==> config.mk <==
export PLATFORM = sky130hd
export DESIGN_NAME = hdm_monitor
export DESIGN_NICKNAME = d
export VERILOG_FILES = /design/src/hdm_pkg.sv /design/src/hdm_bus_cycle.sv /design/src/hdm_key_decode.sv /design/src/hdm_monitor.sv
export VERILOG_INCLUDE_DIRS = /design/src
export SDC_FILE = /design/constraint.sdc
export NUM_CORES = 1
export LEC_CHECK = 0
export BUFFER_PORTS_ARGS = -buffer_cell sky130_fd_sc_hd__buf_2
export CAP_MARGIN = 20
export CORE_ASPECT_RATIO = 0.6
export CORE_MARGIN = 2
export CORE_UTILIZATION = 59
export CTS_CLUSTER_DIAMETER = 120
export CTS_CLUSTER_SIZE = 14
export DETAILED_ROUTE_END_ITERATION = 16
export PLACE_DENSITY = 0.82
export SYNTH_ARGS = -nofsm -noshare
export SYNTH_HDL_FRONTEND = slang
export SYNTH_SLANG_ARGS = --single-unit
export TNS_END_PERCENT = 1
==> constraint.sdc <==
create_clock -name clk_i -period 7 [get_ports clk_i]
set_clock_uncertainty 0.1 [all_clocks]
set_input_delay 1.05 -clock clk_i [delete_from_list [all_inputs] [get_ports clk_i]]
set_output_delay 1.05 -clock clk_i [all_outputs]
set_load 0.005 [all_outputs]
==> src/hdm_cfg.svh <==
// hdm_cfg.svh: constants of the hex debug monitor (key codes, addresses, timing)
`ifndef HDM_CFG_SVH
`define HDM_CFG_SVH

// key code width and codes delivered by the keypad scanner
`define HDM_KEY_W 5
`define HDM_KEY_HEX_LAST 5'h0f
`define HDM_KEY_SHIFT 5'h10
`define HDM_KEY_ADDR 5'h11
`define HDM_KEY_WRITE 5'h12
`define HDM_KEY_READ 5'h13
`define HDM_KEY_ROT 5'h14
`define HDM_KEY_FAST 5'h15
`define HDM_KEY_STEP 5'h16
`define HDM_KEY_PRESET 5'h17
`define HDM_KEY_START 5'h18

// bus map
`define HDM_ADDR_W 16
`define HDM_DATA_W 8
`define HDM_ADDR_STATUS 16'h1000
`define HDM_ADDR_DAC_HI 16'h3001
`define HDM_ADDR_DAC_LO 16'h3002
`define HDM_DAC_LO_W 4
`define HDM_STATUS_AIRFLOW_BIT 1

// display contents
`define HDM_ERR_NO_PLUGIN 8'h01
`define HDM_SWEEP_START_MHZ 16'h0000
`define HDM_SWEEP_STOP_MHZ 16'h2710

// timing, times in ns, counts in 100 MHz cycles
`define HDM_CLK_NS 10
`define HDM_STROBE_NS 40
`define HDM_STROBE_CYC ((`HDM_STROBE_NS + `HDM_CLK_NS - 1) / `HDM_CLK_NS)
`define HDM_RECYCLE_NS 30000
`define HDM_RECYCLE_CYC (`HDM_RECYCLE_NS / `HDM_CLK_NS)
`define HDM_LED_ON_NS 20000
`define HDM_LED_ON_CYC ((`HDM_LED_ON_NS + `HDM_CLK_NS - 1) / `HDM_CLK_NS)
`define HDM_READ_GAP_NS 10000
`define HDM_READ_GAP_CYC ((`HDM_READ_GAP_NS + `HDM_CLK_NS - 1) / `HDM_CLK_NS)
`define HDM_CNT_W 16

`endif

==> src/hdm_pkg.sv <==
// hdm_pkg.sv: types shared by the hex debug monitor modules
`default_nettype none
`include "hdm_cfg.svh"

package hdm_pkg;

    // decoded key classes
    typedef enum logic [3:0] {
        KEY_NONE, KEY_HEX, KEY_SHIFT, KEY_ADDR, KEY_WRITE, KEY_READ,
        KEY_ROT, KEY_FAST, KEY_STEP, KEY_PRESET, KEY_START
    } hdm_key_e;

    // monitor operation state
    typedef enum logic [2:0] {
        OP_IDLE, OP_ADDR, OP_WDIG1, OP_WDIG2, OP_READ, OP_ROT, OP_FAST
    } hdm_op_e;

    // hex-mode entry sequence
    typedef enum logic [1:0] {
        SEQ_IDLE, SEQ_SHIFT, SEQ_SHIFT0
    } hdm_seq_e;

    // bus cycle sequencer state
    typedef enum logic [0:0] {
        BUS_IDLE, BUS_STROBE
    } hdm_bus_st_e;

    // what the front display shows
    typedef enum logic [1:0] {
        DISP_BLANK, DISP_HEX, DISP_ERROR, DISP_SWEEP
    } hdm_disp_e;

    // one bus request
    typedef struct packed {
        logic [`HDM_ADDR_W-1:0] addr;
        logic [`HDM_DATA_W-1:0] wdata;
        logic we;
    } hdm_bus_s;

    // display contents
    typedef struct packed {
        hdm_disp_e kind;
        logic [`HDM_DATA_W-1:0] hex_byte;
        logic [7:0] err_code;
        logic [15:0] start_mhz;
        logic [15:0] stop_mhz;
    } hdm_disp_s;

endpackage : hdm_pkg
`default_nettype wire
==> src/hdm_bus_cycle.sv <==
// hdm_bus_cycle.sv: one strobed read or write cycle on the internal data bus
`timescale 1ns/1ps
`default_nettype none
`include "hdm_cfg.svh"

module hdm_bus_cycle #(
    parameter int unsigned STROBE_CYC = `HDM_STROBE_CYC // must be 3 or more for the data sync
) (
    input wire logic clk_i,
    input wire logic rstn_i,
    input wire logic start_i,
    input wire hdm_pkg::hdm_bus_s req_i,
    output logic busy_o,
    output logic done_o,
    output hdm_pkg::hdm_bus_s cur_o,
    output logic [`HDM_DATA_W-1:0] rdata_o,
    output logic [`HDM_ADDR_W-1:0] bus_addr_o,
    output logic [`HDM_DATA_W-1:0] bus_data_o,
    output logic bus_data_oe_n_o,
    input wire logic [`HDM_DATA_W-1:0] bus_data_i,
    output logic bus_wr_n_o,
    output logic bus_rd_n_o
);

    hdm_pkg::hdm_bus_st_e state; // sequencer state
    logic [`HDM_CNT_W-1:0] cnt; // strobe cycles left
    logic [`HDM_DATA_W-1:0] data_meta; // first sync stage
    logic [`HDM_DATA_W-1:0] data_sync; // second sync stage

    wire logic last = (state == hdm_pkg::BUS_STROBE) && (cnt == '0);

    assign busy_o = (state != hdm_pkg::BUS_IDLE);
    assign bus_addr_o = cur_o.addr;
    assign bus_data_o = cur_o.wdata;

    // bus data pins come from another device, two flops before use
    always_ff @(posedge clk_i or negedge rstn_i) begin
        if (!rstn_i) begin
            data_meta <= 8'h00;
            data_sync <= 8'h00;
        end else begin
            data_meta <= bus_data_i;
            data_sync <= data_meta;
        end
    end

    // strobe sequencer: strobe rises with last, done pulses the same edge
    always_ff @(posedge clk_i or negedge rstn_i) begin
        if (!rstn_i) begin
            state <= hdm_pkg::BUS_IDLE;
            cnt <= '0;
            cur_o <= '0;
            rdata_o <= 8'h00;
            done_o <= 1'b0;
            bus_wr_n_o <= 1'b1;
            bus_rd_n_o <= 1'b1;
            bus_data_oe_n_o <= 1'b1;
        end else begin
            done_o <= 1'b0;
            case (state)
                hdm_pkg::BUS_IDLE: begin
                    if (start_i) begin
                        // latch request so the caller may change its fields
                        cur_o <= req_i;
                        cnt <= `HDM_CNT_W'(STROBE_CYC - 1);
                        state <= hdm_pkg::BUS_STROBE;
                        bus_wr_n_o <= ~req_i.we;
                        bus_rd_n_o <= req_i.we;
                        bus_data_oe_n_o <= ~req_i.we;
                    end
                end
                hdm_pkg::BUS_STROBE: begin
                    if (last) begin
                        // sample at the end of the enable pulse
                        rdata_o <= data_sync;
                        done_o <= 1'b1;
                        state <= hdm_pkg::BUS_IDLE;
                        bus_wr_n_o <= 1'b1;
                        bus_rd_n_o <= 1'b1;
                        bus_data_oe_n_o <= 1'b1;
                    end else begin
                        cnt <= cnt - 1'b1;
                    end
                end
                default: begin
                    state <= hdm_pkg::BUS_IDLE;
                end
            endcase
        end
    end

endmodule : hdm_bus_cycle
`default_nettype wire

==> src/hdm_key_decode.sv <==
// hdm_key_decode.sv: classifies a keypad code and yields its hex digit value
`timescale 1ns/1ps
`default_nettype none
`include "hdm_cfg.svh"

module hdm_key_decode (
    input wire logic [`HDM_KEY_W-1:0] code_i,
    output hdm_pkg::hdm_key_e key_o,
    output logic [3:0] nibble_o
);

    // codes 0..f: digits 0-9 then point, minus, GHz, MHz, dBm, backspace as a..f
    wire logic is_hex = (code_i <= `HDM_KEY_HEX_LAST);

    assign nibble_o = code_i[3:0];

    // command keys map one to one; anything unknown decodes as KEY_NONE
    assign key_o = is_hex ? hdm_pkg::KEY_HEX :
                   (code_i == `HDM_KEY_SHIFT) ? hdm_pkg::KEY_SHIFT :
                   (code_i == `HDM_KEY_ADDR) ? hdm_pkg::KEY_ADDR :
                   (code_i == `HDM_KEY_WRITE) ? hdm_pkg::KEY_WRITE :
                   (code_i == `HDM_KEY_READ) ? hdm_pkg::KEY_READ :
                   (code_i == `HDM_KEY_ROT) ? hdm_pkg::KEY_ROT :
                   (code_i == `HDM_KEY_FAST) ? hdm_pkg::KEY_FAST :
                   (code_i == `HDM_KEY_STEP) ? hdm_pkg::KEY_STEP :
                   (code_i == `HDM_KEY_PRESET) ? hdm_pkg::KEY_PRESET :
                   (code_i == `HDM_KEY_START) ? hdm_pkg::KEY_START :
                   hdm_pkg::KEY_NONE;

endmodule : hdm_key_decode
`default_nettype wire

==> src/hdm_monitor.sv <==
// hdm_monitor.sv: front-panel hex debug monitor, key entry to bus operations
`timescale 1ns/1ps
`default_nettype none
`include "hdm_cfg.svh"

module hdm_monitor #(
    parameter int unsigned RECYCLE_CYC = `HDM_RECYCLE_CYC,
    parameter int unsigned LED_ON_CYC = `HDM_LED_ON_CYC,
    parameter int unsigned READ_GAP_CYC = `HDM_READ_GAP_CYC,
    parameter int unsigned STROBE_CYC = `HDM_STROBE_CYC,
    parameter int unsigned ROT_BITS = `HDM_DATA_W
) (
    input wire logic clk_i,
    input wire logic rstn_i,
    input wire logic key_valid_i,
    input wire logic [`HDM_KEY_W-1:0] key_code_i,
    input wire logic plugin_present_i,
    input wire logic airflow_fail_n_i,
    output logic [`HDM_ADDR_W-1:0] bus_addr_o,
    output logic [`HDM_DATA_W-1:0] bus_data_o,
    output logic bus_data_oe_n_o,
    input wire logic [`HDM_DATA_W-1:0] bus_data_i,
    output logic bus_wr_n_o,
    output logic bus_rd_n_o,
    output logic status_buffer_enable_n_o,
    output logic [`HDM_DATA_W-1:0] cw_dac_high_o,
    output logic [`HDM_DAC_LO_W-1:0] cw_dac_low_o,
    output logic [3:0] diag_led_o,
    output logic irq_service_en_o,
    output logic hex_mode_o,
    output hdm_pkg::hdm_disp_s disp_o
);

    // synchronised pin levels
    logic [1:0] pin_meta; // first stage, read only by pin_sync
    logic [1:0] pin_sync; // {plugin, airflow_n}
    wire logic plugin_ok = pin_sync[1];
    wire logic airflow_n = pin_sync[0];

    // key decode
    hdm_pkg::hdm_key_e key_cls; // class of the current key code
    logic [3:0] key_nib; // hex value of a digit key
    wire logic key_hex = key_valid_i && (key_cls == hdm_pkg::KEY_HEX);
    wire logic key_zero = key_hex && (key_nib == 4'h0);
    wire logic key_cmd = key_valid_i && (key_cls != hdm_pkg::KEY_HEX);

    // monitor state
    hdm_pkg::hdm_seq_e seq; // entry sequence tracker
    hdm_pkg::hdm_op_e op; // running operation
    logic [`HDM_ADDR_W-1:0] addr; // selected bus address
    logic addr_valid; // an address has been entered
    logic [3:0] hi_nib; // first write digit
    logic [`HDM_DATA_W-1:0] wbyte; // byte waiting to be written
    logic pend_wr; // single write waiting for the bus
    logic [$clog2(ROT_BITS)-1:0] rot_bit; // walking-one position
    logic [`HDM_CNT_W-1:0] gap; // wait before next loop cycle
    logic [`HDM_CNT_W-1:0] led_cnt; // self-test LED time left

    // bus sequencer links
    logic bus_busy; // cycle under way
    logic bus_done; // one-cycle end of cycle
    hdm_pkg::hdm_bus_s bus_cur; // request being run
    logic [`HDM_DATA_W-1:0] bus_rdata; // data sampled off the pins
    hdm_pkg::hdm_bus_s bus_req; // request offered now
    logic bus_start; // take bus_req now
    logic bus_rd_n_raw; // read enable from the sequencer

    // operation kinds that loop on the bus
    wire logic op_read = (op == hdm_pkg::OP_READ);
    wire logic op_rot = (op == hdm_pkg::OP_ROT);
    wire logic op_fast = (op == hdm_pkg::OP_FAST);
    // write and loop commands need an address first
    wire logic cmd_ok = hex_mode_o && addr_valid;

    // walking-one pattern for the current position
    wire logic [`HDM_DATA_W-1:0] rot_pat = `HDM_DATA_W'(1) << rot_bit;
    wire logic rot_last = (32'(rot_bit) == ROT_BITS - 1);

    // local decode of the documented registers
    wire logic hit_status = (bus_cur.addr == `HDM_ADDR_STATUS);
    wire logic hit_dac_hi = (bus_cur.addr == `HDM_ADDR_DAC_HI);
    wire logic hit_dac_lo = (bus_cur.addr == `HDM_ADDR_DAC_LO);
    // airflow fail pin is active low, reads as a one on D1
    wire logic [`HDM_DATA_W-1:0] status_byte = `HDM_DATA_W'(!airflow_n) << `HDM_STATUS_AIRFLOW_BIT;
    wire logic [`HDM_DATA_W-1:0] rd_byte = hit_status ? status_byte : bus_rdata;

    // bus issue: a single write first, then whichever loop is running
    assign bus_start = !bus_busy && (pend_wr || ((op_read || op_rot) && gap == '0) || op_fast);
    assign bus_req.addr = addr;
    assign bus_req.wdata = pend_wr ? wbyte : rot_pat;
    assign bus_req.we = pend_wr || op_rot;

    // the status buffer sits on the bus only through its own enable
    assign status_buffer_enable_n_o = bus_rd_n_raw || !hit_status;
    assign bus_rd_n_o = bus_rd_n_raw || hit_status;

    // interrupts are held off while rotation write owns the bus
    assign irq_service_en_o = !op_rot;

    assign diag_led_o = (led_cnt != '0) ? 4'hf : 4'h0;

    hdm_key_decode u_key (
        .code_i(key_code_i),
        .key_o(key_cls),
        .nibble_o(key_nib)
    );

    hdm_bus_cycle #(
        .STROBE_CYC(STROBE_CYC)
    ) u_bus (
        .clk_i(clk_i),
        .rstn_i(rstn_i),
        .start_i(bus_start),
        .req_i(bus_req),
        .busy_o(bus_busy),
        .done_o(bus_done),
        .cur_o(bus_cur),
        .rdata_o(bus_rdata),
        .bus_addr_o(bus_addr_o),
        .bus_data_o(bus_data_o),
        .bus_data_oe_n_o(bus_data_oe_n_o),
        .bus_data_i(bus_data_i),
        .bus_wr_n_o(bus_wr_n_o),
        .bus_rd_n_o(bus_rd_n_raw)
    );

    // plug-in sense and airflow pins, two flops
    always_ff @(posedge clk_i or negedge rstn_i) begin
        if (!rstn_i) begin
            pin_meta <= 2'h1;
            pin_sync <= 2'h1;
        end else begin
            pin_meta <= {plugin_present_i, airflow_fail_n_i};
            pin_sync <= pin_meta;
        end
    end

    // shift 0 0 opens hex mode; preset closes it
    always_ff @(posedge clk_i or negedge rstn_i) begin
        if (!rstn_i) begin
            seq <= hdm_pkg::SEQ_IDLE;
            hex_mode_o <= 1'b0;
        end else if (key_valid_i) begin
            // any key that breaks the sequence starts it over
            seq <= hdm_pkg::SEQ_IDLE;
            case (seq)
                hdm_pkg::SEQ_IDLE: begin
                    if (key_cls == hdm_pkg::KEY_SHIFT) begin
                        seq <= hdm_pkg::SEQ_SHIFT;
                    end
                end
                hdm_pkg::SEQ_SHIFT: begin
                    if (key_zero) begin
                        seq <= hdm_pkg::SEQ_SHIFT0;
                    end
                end
                hdm_pkg::SEQ_SHIFT0: begin
                    if (key_zero) begin
                        hex_mode_o <= 1'b1;
                    end
                end
                default: begin
                    seq <= hdm_pkg::SEQ_IDLE;
                end
            endcase
            if (key_cls == hdm_pkg::KEY_PRESET) begin
                hex_mode_o <= 1'b0;
            end
        end
    end

    // key-driven operation state; any new command except step ends a running loop
    always_ff @(posedge clk_i or negedge rstn_i) begin
        if (!rstn_i) begin
            op <= hdm_pkg::OP_IDLE;
            addr <= 16'h0000;
            addr_valid <= 1'b0;
            hi_nib <= 4'h0;
            wbyte <= 8'h00;
            pend_wr <= 1'b0;
        end else begin
            // the bus takes a single write before any loop cycle
            if (bus_start && pend_wr) begin
                pend_wr <= 1'b0;
            end
            if (key_valid_i && key_cls == hdm_pkg::KEY_PRESET) begin
                op <= hdm_pkg::OP_IDLE;
                addr_valid <= 1'b0;
            end else if (key_hex && hex_mode_o) begin
                case (op)
                    hdm_pkg::OP_ADDR: begin
                        addr <= {addr[`HDM_ADDR_W-5:0], key_nib};
                        addr_valid <= 1'b1;
                    end
                    hdm_pkg::OP_WDIG1: begin
                        hi_nib <= key_nib;
                        op <= hdm_pkg::OP_WDIG2;
                    end
                    hdm_pkg::OP_WDIG2: begin
                        wbyte <= {hi_nib, key_nib};
                        pend_wr <= 1'b1;
                        op <= hdm_pkg::OP_IDLE;
                    end
                    default: begin
                        op <= op; // digits outside entry are ignored
                    end
                endcase
            end else if (key_cmd && hex_mode_o) begin
                case (key_cls)
                    hdm_pkg::KEY_ADDR: begin
                        op <= hdm_pkg::OP_ADDR;
                        addr <= 16'h0000;
                        addr_valid <= 1'b0;
                    end
                    hdm_pkg::KEY_STEP: begin
                        addr <= addr + 1'b1;
                    end
                    hdm_pkg::KEY_WRITE: begin
                        op <= cmd_ok ? hdm_pkg::OP_WDIG1 : hdm_pkg::OP_IDLE;
                    end
                    hdm_pkg::KEY_READ: begin
                        op <= cmd_ok ? hdm_pkg::OP_READ : hdm_pkg::OP_IDLE;
                    end
                    hdm_pkg::KEY_ROT: begin
                        op <= cmd_ok ? hdm_pkg::OP_ROT : hdm_pkg::OP_IDLE;
                    end
                    hdm_pkg::KEY_FAST: begin
                        op <= cmd_ok ? hdm_pkg::OP_FAST : hdm_pkg::OP_IDLE;
                    end
                    default: begin
                        op <= hdm_pkg::OP_IDLE; // other command stops the loop
                    end
                endcase
            end
        end
    end

    // loop pacing: read refresh gap, walking-one position and recycle hold
    always_ff @(posedge clk_i or negedge rstn_i) begin
        if (!rstn_i) begin
            rot_bit <= '0;
            gap <= '0;
        end else if (!(op_read || op_rot)) begin
            // fresh start for the next loop
            rot_bit <= '0;
            gap <= '0;
        end else if (bus_start && !pend_wr && op_rot) begin
            // advance as each write is issued, since the next start may fall in the done cycle
            if (rot_last) begin
                rot_bit <= '0;
                gap <= `HDM_CNT_W'(STROBE_CYC + RECYCLE_CYC - 1);
            end else begin
                rot_bit <= rot_bit + 1'b1;
            end
        end else if (bus_start && !pend_wr && op_read) begin
            // gap runs from the start, so the idle time after done is the refresh gap plus one
            gap <= `HDM_CNT_W'(STROBE_CYC + READ_GAP_CYC);
        end else if (gap != '0) begin
            gap <= gap - 1'b1;
        end
    end

    // on-chip latches catch writes to their addresses
    always_ff @(posedge clk_i or negedge rstn_i) begin
        if (!rstn_i) begin
            cw_dac_high_o <= 8'h00;
            cw_dac_low_o <= 4'h0;
        end else if (bus_done && bus_cur.we) begin
            if (hit_dac_hi) begin
                cw_dac_high_o <= bus_cur.wdata;
            end
            if (hit_dac_lo) begin
                // only d0..d3 are wired, first digit is don't care
                cw_dac_low_o <= bus_cur.wdata[`HDM_DAC_LO_W-1:0];
            end
        end
    end

    // self-test LEDs: lit at power on and on preset, cleared when done
    always_ff @(posedge clk_i or negedge rstn_i) begin
        if (!rstn_i) begin
            led_cnt <= `HDM_CNT_W'(LED_ON_CYC);
        end else if (key_valid_i && key_cls == hdm_pkg::KEY_PRESET) begin
            led_cnt <= `HDM_CNT_W'(LED_ON_CYC);
        end else if (led_cnt != '0) begin
            led_cnt <= led_cnt - 1'b1;
        end
    end

    // front display contents
    always_ff @(posedge clk_i or negedge rstn_i) begin
        if (!rstn_i) begin
            disp_o <= '0;
        end else if (key_valid_i && key_cls == hdm_pkg::KEY_PRESET) begin
            // preset with an empty plug-in bay reports error 001
            disp_o.kind <= plugin_ok ? hdm_pkg::DISP_BLANK : hdm_pkg::DISP_ERROR;
            disp_o.err_code <= `HDM_ERR_NO_PLUGIN;
        end else if (key_valid_i && key_cls == hdm_pkg::KEY_START && !plugin_ok) begin
            disp_o.kind <= hdm_pkg::DISP_SWEEP;
            disp_o.start_mhz <= `HDM_SWEEP_START_MHZ;
            disp_o.stop_mhz <= `HDM_SWEEP_STOP_MHZ;
        end else if (bus_done && op_read && !bus_cur.we) begin
            // fast read leaves the display alone, it would only flicker
            disp_o.kind <= hdm_pkg::DISP_HEX;
            disp_o.hex_byte <= rd_byte;
        end
    end

endmodule : hdm_monitor
`default_nettype wire

==> results of run 1 <==
[how the worst max path moves through the flow]
stage,cells after the start,slack (ns),from,to
2_1_floorplan,7,4.07,led_cnt[0]$_DFFE_PN0P_,diag_led_o[1]
3_3_place_gp,5,3.49,key_code_i[0],addr[0]$_DFFE_PN0P_
3_5_place_dp,5,3.42,key_code_i[0],addr[0]$_DFFE_PN0P_
4_1_cts,5,3.26,u_bus.bus_addr_o[6]$_DFFE_PN0P_,bus_rd_n_o
5_1_grt,5,3.06,u_bus.bus_addr_o[5]$_DFFE_PN0P_,bus_rd_n_o
6_report,5,3.21,u_bus.bus_addr_o[6]$_DFFE_PN0P_,bus_rd_n_o
[routing by layer]
metal / share of wire / routed length, um / up-vias
li1: - / - / 2810
met1: 0.48 / 8665 / 2977
met2: 0.45 / 8096 / 225
met3: 0.062 / 1124 / 20
met4: 0.014 / 248 / 0
met5: 0 / 0 / -
[where the power goes]
| group | switching, mW | internal [mW] | total [mW] |
|---|---|---|---|
| Sequential | 0.0480 | 1.03 | 1.07 |
| Clock | 0.428 | 0.518 | 0.946 |
| Combinational | 0.0837 | 0.0610 | 0.145 |
[synthesized netlist by cell type, types with 9 or more instances]
master / instances / area, sq um
mux2_2: 42 / 473.0
nand2b_1: 13 / 81.33
nand2_1: 49 / 183.9
nor3_1: 17 / 85.08
a21oi_1: 28 / 140.1
xor2_1: 10 / 87.58
xnor2_1: 12 / 105.1
a31oi_1: 10 / 62.56
clkbuf_1: 22 / 82.58
nand3_1: 26 / 130.1
nor4_1: 9 / 56.30
o21ai_0: 62 / 310.3
inv_1: 24 / 90.09
nand4_1: 9 / 56.30
or3_1: 9 / 56.30
nor2_1: 48 / 180.2
ha_1: 10 / 125.1
dfstp_2: 10 / 262.8
dfrtp_1: 158 / 3954
buf_4: 68 / 510.5
[per-stage QoR]
stage	instance area, sq um	util	cells	power (mW)
final	9094	0.6614	1027	2.165
after global routing	9094	0.6614	1027	2.251
after CTS	9086	0.6608	1026	2.178
after detailed placement	8494	0.6178	994	1.237
after global placement	8494	0.6178	994	1.228
after floorplan	8503	-	821	1.196
[logic make-up (layout without fill, tap and decap cells)]
family / count (synthesis) / count (layout) / synth area share
multiplexers: 57 / 57 / 0.07869
AND/OR/NAND/NOR: 235 / 235 / 0.1559
buffers and inverters: 125 / 139 / 0.09109
AO/OA/AOI/OAI: 170 / 170 / 0.1327
adder cells (fa/ha/maj): 10 / 10 / 0.01493
other: 1 / 34 / 0.0004475
flip-flops: 168 / 168 / 0.5032
XOR/XNOR: 22 / 22 / 0.02299
[registers in the layout, indices dropped and copies added (netlist names), 2 cells and up]
name	flops
cw_dac_low_o	4
led_cnt	16
pin_sync	2
u_bus.data_meta	8
hi_nib	4
rot_bit	3
pin_meta	2
wbyte	8
u_bus.cnt	16
gap	16
seq	2
u_bus.bus_data_o	8
op	3
addr	16
u_bus.rdata_o	8
disp_o	12
u_bus.data_sync	8
cw_dac_high_o	8
u_bus.bus_addr_o	16
[layout make-up]
cell class | count | area share
Clock buffer | 18 | 0.04829
Sequential cell | 168 | 0.4637
Multi-Input combinational cell | 528 | 0.3875
Clock inverter | 14 | 0.01679
Timing Repair Buffer | 83 | 0.04747
Tap cell | 192 | 0.02642
Inverter | 24 | 0.009906
==> impl_metrics.ini, run 1 <==
[setup_path]
timing.critical_path.cells = nor4_1 > nand3_1 > nor4_1 > or2_2 > buf_2
rr_endpoint = u_bus.bus_addr_o[3]$_DFFE_PN0P_
worstSetupPathType = reg2out
crit_path_top_delay_cell = nor4_1
worst-path-max-fanout = 4
critPathArrivalTime_ns = 2.64
worstRegToRegCells = 8
reg2reg_setup_slack_ns = 3.70
crit_path_frequent_cell = nor4_1
rr_startpoint = gap[0]$_DFFE_PN0P_
timing.critical_path.buf_inv = 1
crit_path_max_incr_delay_ns = 0.91
kind_of_cell_adding_the_most_delay_to_the_critical_path = simple AND/OR/NAND/NOR gates
worst_ep_required_time_ns = 5.85
worst_setup_path_start_kind = register
critPathCaptureType = output pin

[power_and_ir_drop]
power_leakage_nw = 4.291
peak_supply_drop_uv = 173.9
power.density_cell_area_mw_per_mm2 = 238.1

[die]
overall_die_width_um = 157.9
floorplan.initialDensity = 0.6094
die_height_um = 96.31
floorplan.rows = 33
core_sq_mm = 0.01375
die_area_sq_mm = 0.01520
io_pins = 114

[global_route]
grt.busiest_layer = met1
grt_start_max_net_pins = 99
initial_antenna_violation_count = 0
grt_first_pass_wirelength_um = 29600
first_global_vias = 5665
groute.layer.met3.usage = 0.05313
grt_usage = 0.2545
globalRoute.totalOverflow = 0
grtUsageMet1 = 0.3896
grtUsageMet2 = 0.3620

[routing]
routedWlPerCell_um = 17.66
postRouteAntennaNets = 0
vias_per_cell = 5.873
finalWirelength_um = 18140
dr_total_vias = 6032
dr.first_iter.drc_count = 664
first_drt_pass_iteration_count = 5
post-route-drc-count = 0

[placement]
final_hpwl_from_detailed_placement_um = 12020
gp_routability_congestion = 0.8863
place.port_buffers = 79
dp_slack_ns = 3.425

[cts]
cts.repair_timing.setup_buffer_count = 0
hold_buf_cts = 0
tritoncts = yes
clock_latency_ns = 0.43
clockBufferDepth = 2
cts.clk_slew.worst_paths_ns = 0.07
postCtsResizedCells = 0
cts_root_buffer = clkbuf_16
h_tree_depth = 4
numClockSinks = 168
cts-buffers-inserted = 17

[final_layout]
post_synthesis_to_final_layout_area_growth_pct = 8.526
seq_area_sq_mm = 0.004217
layout.cells.most_common = dfrtp_1
num-fill-cells = 1034
final_net_count = 850
antenna_cells_inserted = 0
area_of_the_multi_input_gates_sq_mm = 0.003523
post_route_cells_drive_above_1_share = 0.2395
commonest_non_fill_non_tap_cells_in_the_layout = 158 x dfrtp_1, 78 x buf_2, 62 x o21ai_0

[sta]
timing.final.crit_share = 0.5420
worst_hold_slack_ns = 0.2478
setup_ws_ns = 3.206
rsz0062_at_grt = no
setup_viol = 0
fin_tns_setup_ns = 0
max_clock_freq_ghz = 0.2636
report.final.slew_viol_count = 0
hold_viol = 0
final_period_minus_worst_setup_slack_ns = 3.794
timing_worst_slew_pin_value_ns = 1.072
max_slew_margin = 0.2788

[yosys]
synth-seq-cells = 168
post_synth_inst_count = 788
synth-async-reset-ratio = 1.000
synthFlopType = dfrtp_1
synth_enable_flop_cells = 0
proportion_of_synthesized_chip_area_in_sequential_cells = 0.5032
ys.warnings.count = 0
synthesis.area_per_instance_sq_um = 10.63
mappedNetlistArea_sq_mm = 0.008379
synthDistinctLibCells = 79

[hold_path]
worstHoldStart = u_bus.data_meta[7]$_DFF_PN0_
hold_end = u_bus.data_sync[7]$_DFF_PN0_
hp-class = reg2reg
min_path_cells = 0

[run_status]
outcome = completed

[flow_run]
maxCapViolations = 0
No activity file was read; power rests on OpenSTA's default activity.
==> run 2, diff against run 1 <==
--- a/config.mk
+++ b/config.mk
@@ -6,15 +6,16 @@
 export SDC_FILE = /design/constraint.sdc
 export NUM_CORES = 1
 export LEC_CHECK = 0
+export ABC_AREA = 1
 export BUFFER_PORTS_ARGS = -buffer_cell sky130_fd_sc_hd__buf_2
 export CAP_MARGIN = 20
 export CORE_ASPECT_RATIO = 0.6
 export CORE_MARGIN = 2
-export CORE_UTILIZATION = 59
+export CORE_UTILIZATION = 58
 export CTS_CLUSTER_DIAMETER = 120
 export CTS_CLUSTER_SIZE = 14
 export DETAILED_ROUTE_END_ITERATION = 16
-export PLACE_DENSITY = 0.82
+export PLACE_DENSITY = 0.8
 export SYNTH_ARGS = -nofsm -noshare
 export SYNTH_HDL_FRONTEND = slang
 export SYNTH_SLANG_ARGS = --single-unit
==> constraint.sdc (replaced) <==
create_clock -name clk_i -period 4 [get_ports clk_i]
set_clock_uncertainty 0.1 [all_clocks]
set_input_delay 0.6 -clock clk_i [delete_from_list [all_inputs] [get_ports clk_i]]
set_output_delay 0.6 -clock clk_i [all_outputs]
set_load 0.005 [all_outputs]
==> impl_metrics.ini, run 2 <==
[global_route]
globalRoute.totalOverflow = 0
initial_antenna_violation_count = 0
grt_first_pass_wirelength_um = 32780
grt_start_max_net_pins = 107
first_global_vias = 6331
grt_usage = 0.2610

[hold_path]
hp-class = in2reg

[cts]
tritoncts = yes
cts_root_buffer = clkbuf_16
cts.clk_slew.worst_paths_ns = 0.07
hold_buf_cts = 0
cts-buffers-inserted = 17
numClockSinks = 168
h_tree_depth = 4
clock_latency_ns = 0.43
cts.repair_timing.setup_buffer_count = 0
postCtsResizedCells = 0
clockBufferDepth = 2

[final_layout]
finish.instance_area_sq_mm = 0.009364
post_route_cells_drive_above_1_share = 0.1595
antenna_cells_inserted = 0
layout.cells.most_common = nand2_1
area_of_the_multi_input_gates_sq_mm = 0.003391
post_synthesis_to_final_layout_area_growth_pct = 8.890
final_net_count = 1081
commonest_non_fill_non_tap_cells_in_the_layout = 185 x nand2_1, 158 x dfrtp_1, 112 x inv_1
layout_utilization = 0.6455
seq_area_sq_mm = 0.004217
fin_cells = 1264
num-fill-cells = 1184

[placement]
place.detailed.instances = 1232
placement.cell_area_sq_mm = 0.008757
dp_slack_ns = 1.199
place.port_buffers = 79
final_hpwl_from_detailed_placement_um = 13820
gp_routability_congestion = 0.9805

[yosys]
synth_enable_flop_cells = 0
synth_top_cell_by_area = dfrtp_1
synthDistinctLibCells = 48
synth-async-reset-ratio = 1.000
proportion_of_synthesized_chip_area_in_sequential_cells = 0.4903
post_synth_inst_count = 1013
yosys-top-cells-area = dfrtp_1 46%, nand2_1 8.1%, buf_4 6.1%
most_instantiated_library_cell_after_synthesis = nand2_1
synth-seq-cells = 168
ys.warnings.count = 0
synthesis.area_per_instance_sq_um = 8.489
mappedNetlistArea_sq_mm = 0.008599
synthFlopType = dfrtp_1
synth.cells.most_frequent = 185 x nand2_1, 158 x dfrtp_1, 112 x inv_1, 89 x nor2_1, 76 x o21ai_0
synth_top_area_share = 0.4598

[routing]
dr.first_iter.drc_count = 686
vias_per_cell = 5.442
postRouteAntennaNets = 0
post-route-drc-count = 0
first_drt_pass_iteration_count = 7
dr_total_vias = 6879
routedWlPerCell_um = 15.55
finalWirelength_um = 19660

[sta]
setup_ws_ns = 1.042
worst_hold_slack_ns = 0.1649
final_period_minus_worst_setup_slack_ns = 2.958
fin_tns_setup_ns = 0
timing.final.crit_share = 0.7396
hold_viol = 0
rsz0062_at_grt = no
max_slew_margin = 0.3690
max_clock_freq_ghz = 0.3380
setup_viol = 0
timing_worst_slew_pin_value_ns = 0.9465
report.final.slew_viol_count = 0

[die]
io_pins = 114
core_sq_mm = 0.01451
floorplan.initialDensity = 0.5928
die_height_um = 98.32
floorplan.rows = 34
die_area_sq_mm = 0.01585
overall_die_width_um = 161.2

[power_and_ir_drop]
power_leakage_nw = 4.639
power.density_cell_area_mw_per_mm2 = 577.1
peak_supply_drop_uv = 350.5
power.total_mw = 5.404

[setup_path]
critPathArrivalTime_ns = 2.26
worstSetupPathType = reg2out
worst_ep_required_time_ns = 3.30
reg2reg_setup_slack_ns = 1.13
critPathCaptureType = output pin
worst-path-max-fanout = 12
worst_setup_path_start_kind = register

[flow_run]
maxCapViolations = 0

[run_status]
outcome = completed
==> run 2: cell types whose count changed after synthesis, moves of 9 or more <==
cell      change
nand3_1      +36
o21ai_0      +14
nand2_1     +136
xor2_1       +13
nor2_1       +41
o21ai_1      +15
inv_1        +88
inv_2        +12
nand4_1      +14
nand2b_1     -13
clkbuf_1     -14
mux2_2       -38
or3_1         -9
==> run 2: power breakdown <==
part / total, mW / switching (mW) / internal, mW
Combinational: 1.30 / 0.814 / 0.489
Sequential: 2.43 / 0.321 / 2.11
Clock: 1.68 / 0.778 / 0.897
==> run 2: cell families after synthesis <==
logic type,Yosys count,synth area share
simple gates,422,0.2244
buf+inv,219,0.1298
flops,168,0.4903
compound gates,156,0.1016
xor+xnor,32,0.03259
fa+ha+maj,10,0.01455
mux,5,0.006402
other cells,1,0.0004361
==> run 2: final cells by class <==
type | count | share of cell area
multi-input combinational | 659 | 0.3621
clock inverter | 15 | 0.01937
clock buffer | 17 | 0.04543
inverter | 126 | 0.05051
sequential | 168 | 0.4503
timing repair buffer | 81 | 0.04583
tap | 198 | 0.02646
==> run 2: critical path: stages (launching register included) <==
cell and delay, ns:
dfrtp_1 0.42, inv_1 0.12, ha_1 0.18, inv_1 0.10, nor2_1 0.28, nand2_1 0.10, nor2_1 0.20, nand2_2 0.23
buf_2 0.20
==> run 2: final timing paths <==
check | startpoint | end | cells after the start
worst max-delay path | led_cnt[0]$_DFFE_PN0P_ | diag_led_o[1] | 8
worst min-delay path | airflow_fail_n_i | pin_meta[0]$_DFF_PN1_ | 1
worst max register to register | u_bus.cnt[0]$_DFFE_PN0P_ | u_bus.cnt[13]$_DFFE_PN0P_ | 8
worst min register to register | u_bus.data_meta[0]$_DFF_PN0_ | u_bus.data_sync[0]$_DFF_PN0_ | 0
max in group asynchronous | rstn_i | u_bus.rdata_o[2]$_DFFE_PN0P_ | 2
min in group asynchronous | rstn_i | seq[0]$_DFFE_PN0P_ | 1
==> run 2: per-layer routing <==
layer  track usage  vias to the layer above  routed length (um)
met4       0.06456                        2                 192
li1              -                     3284                   -
met1        0.4134                     3256                9557
met5             0                        -                  27
met2        0.3582                      317                8225
met3       0.06372                       20                1652
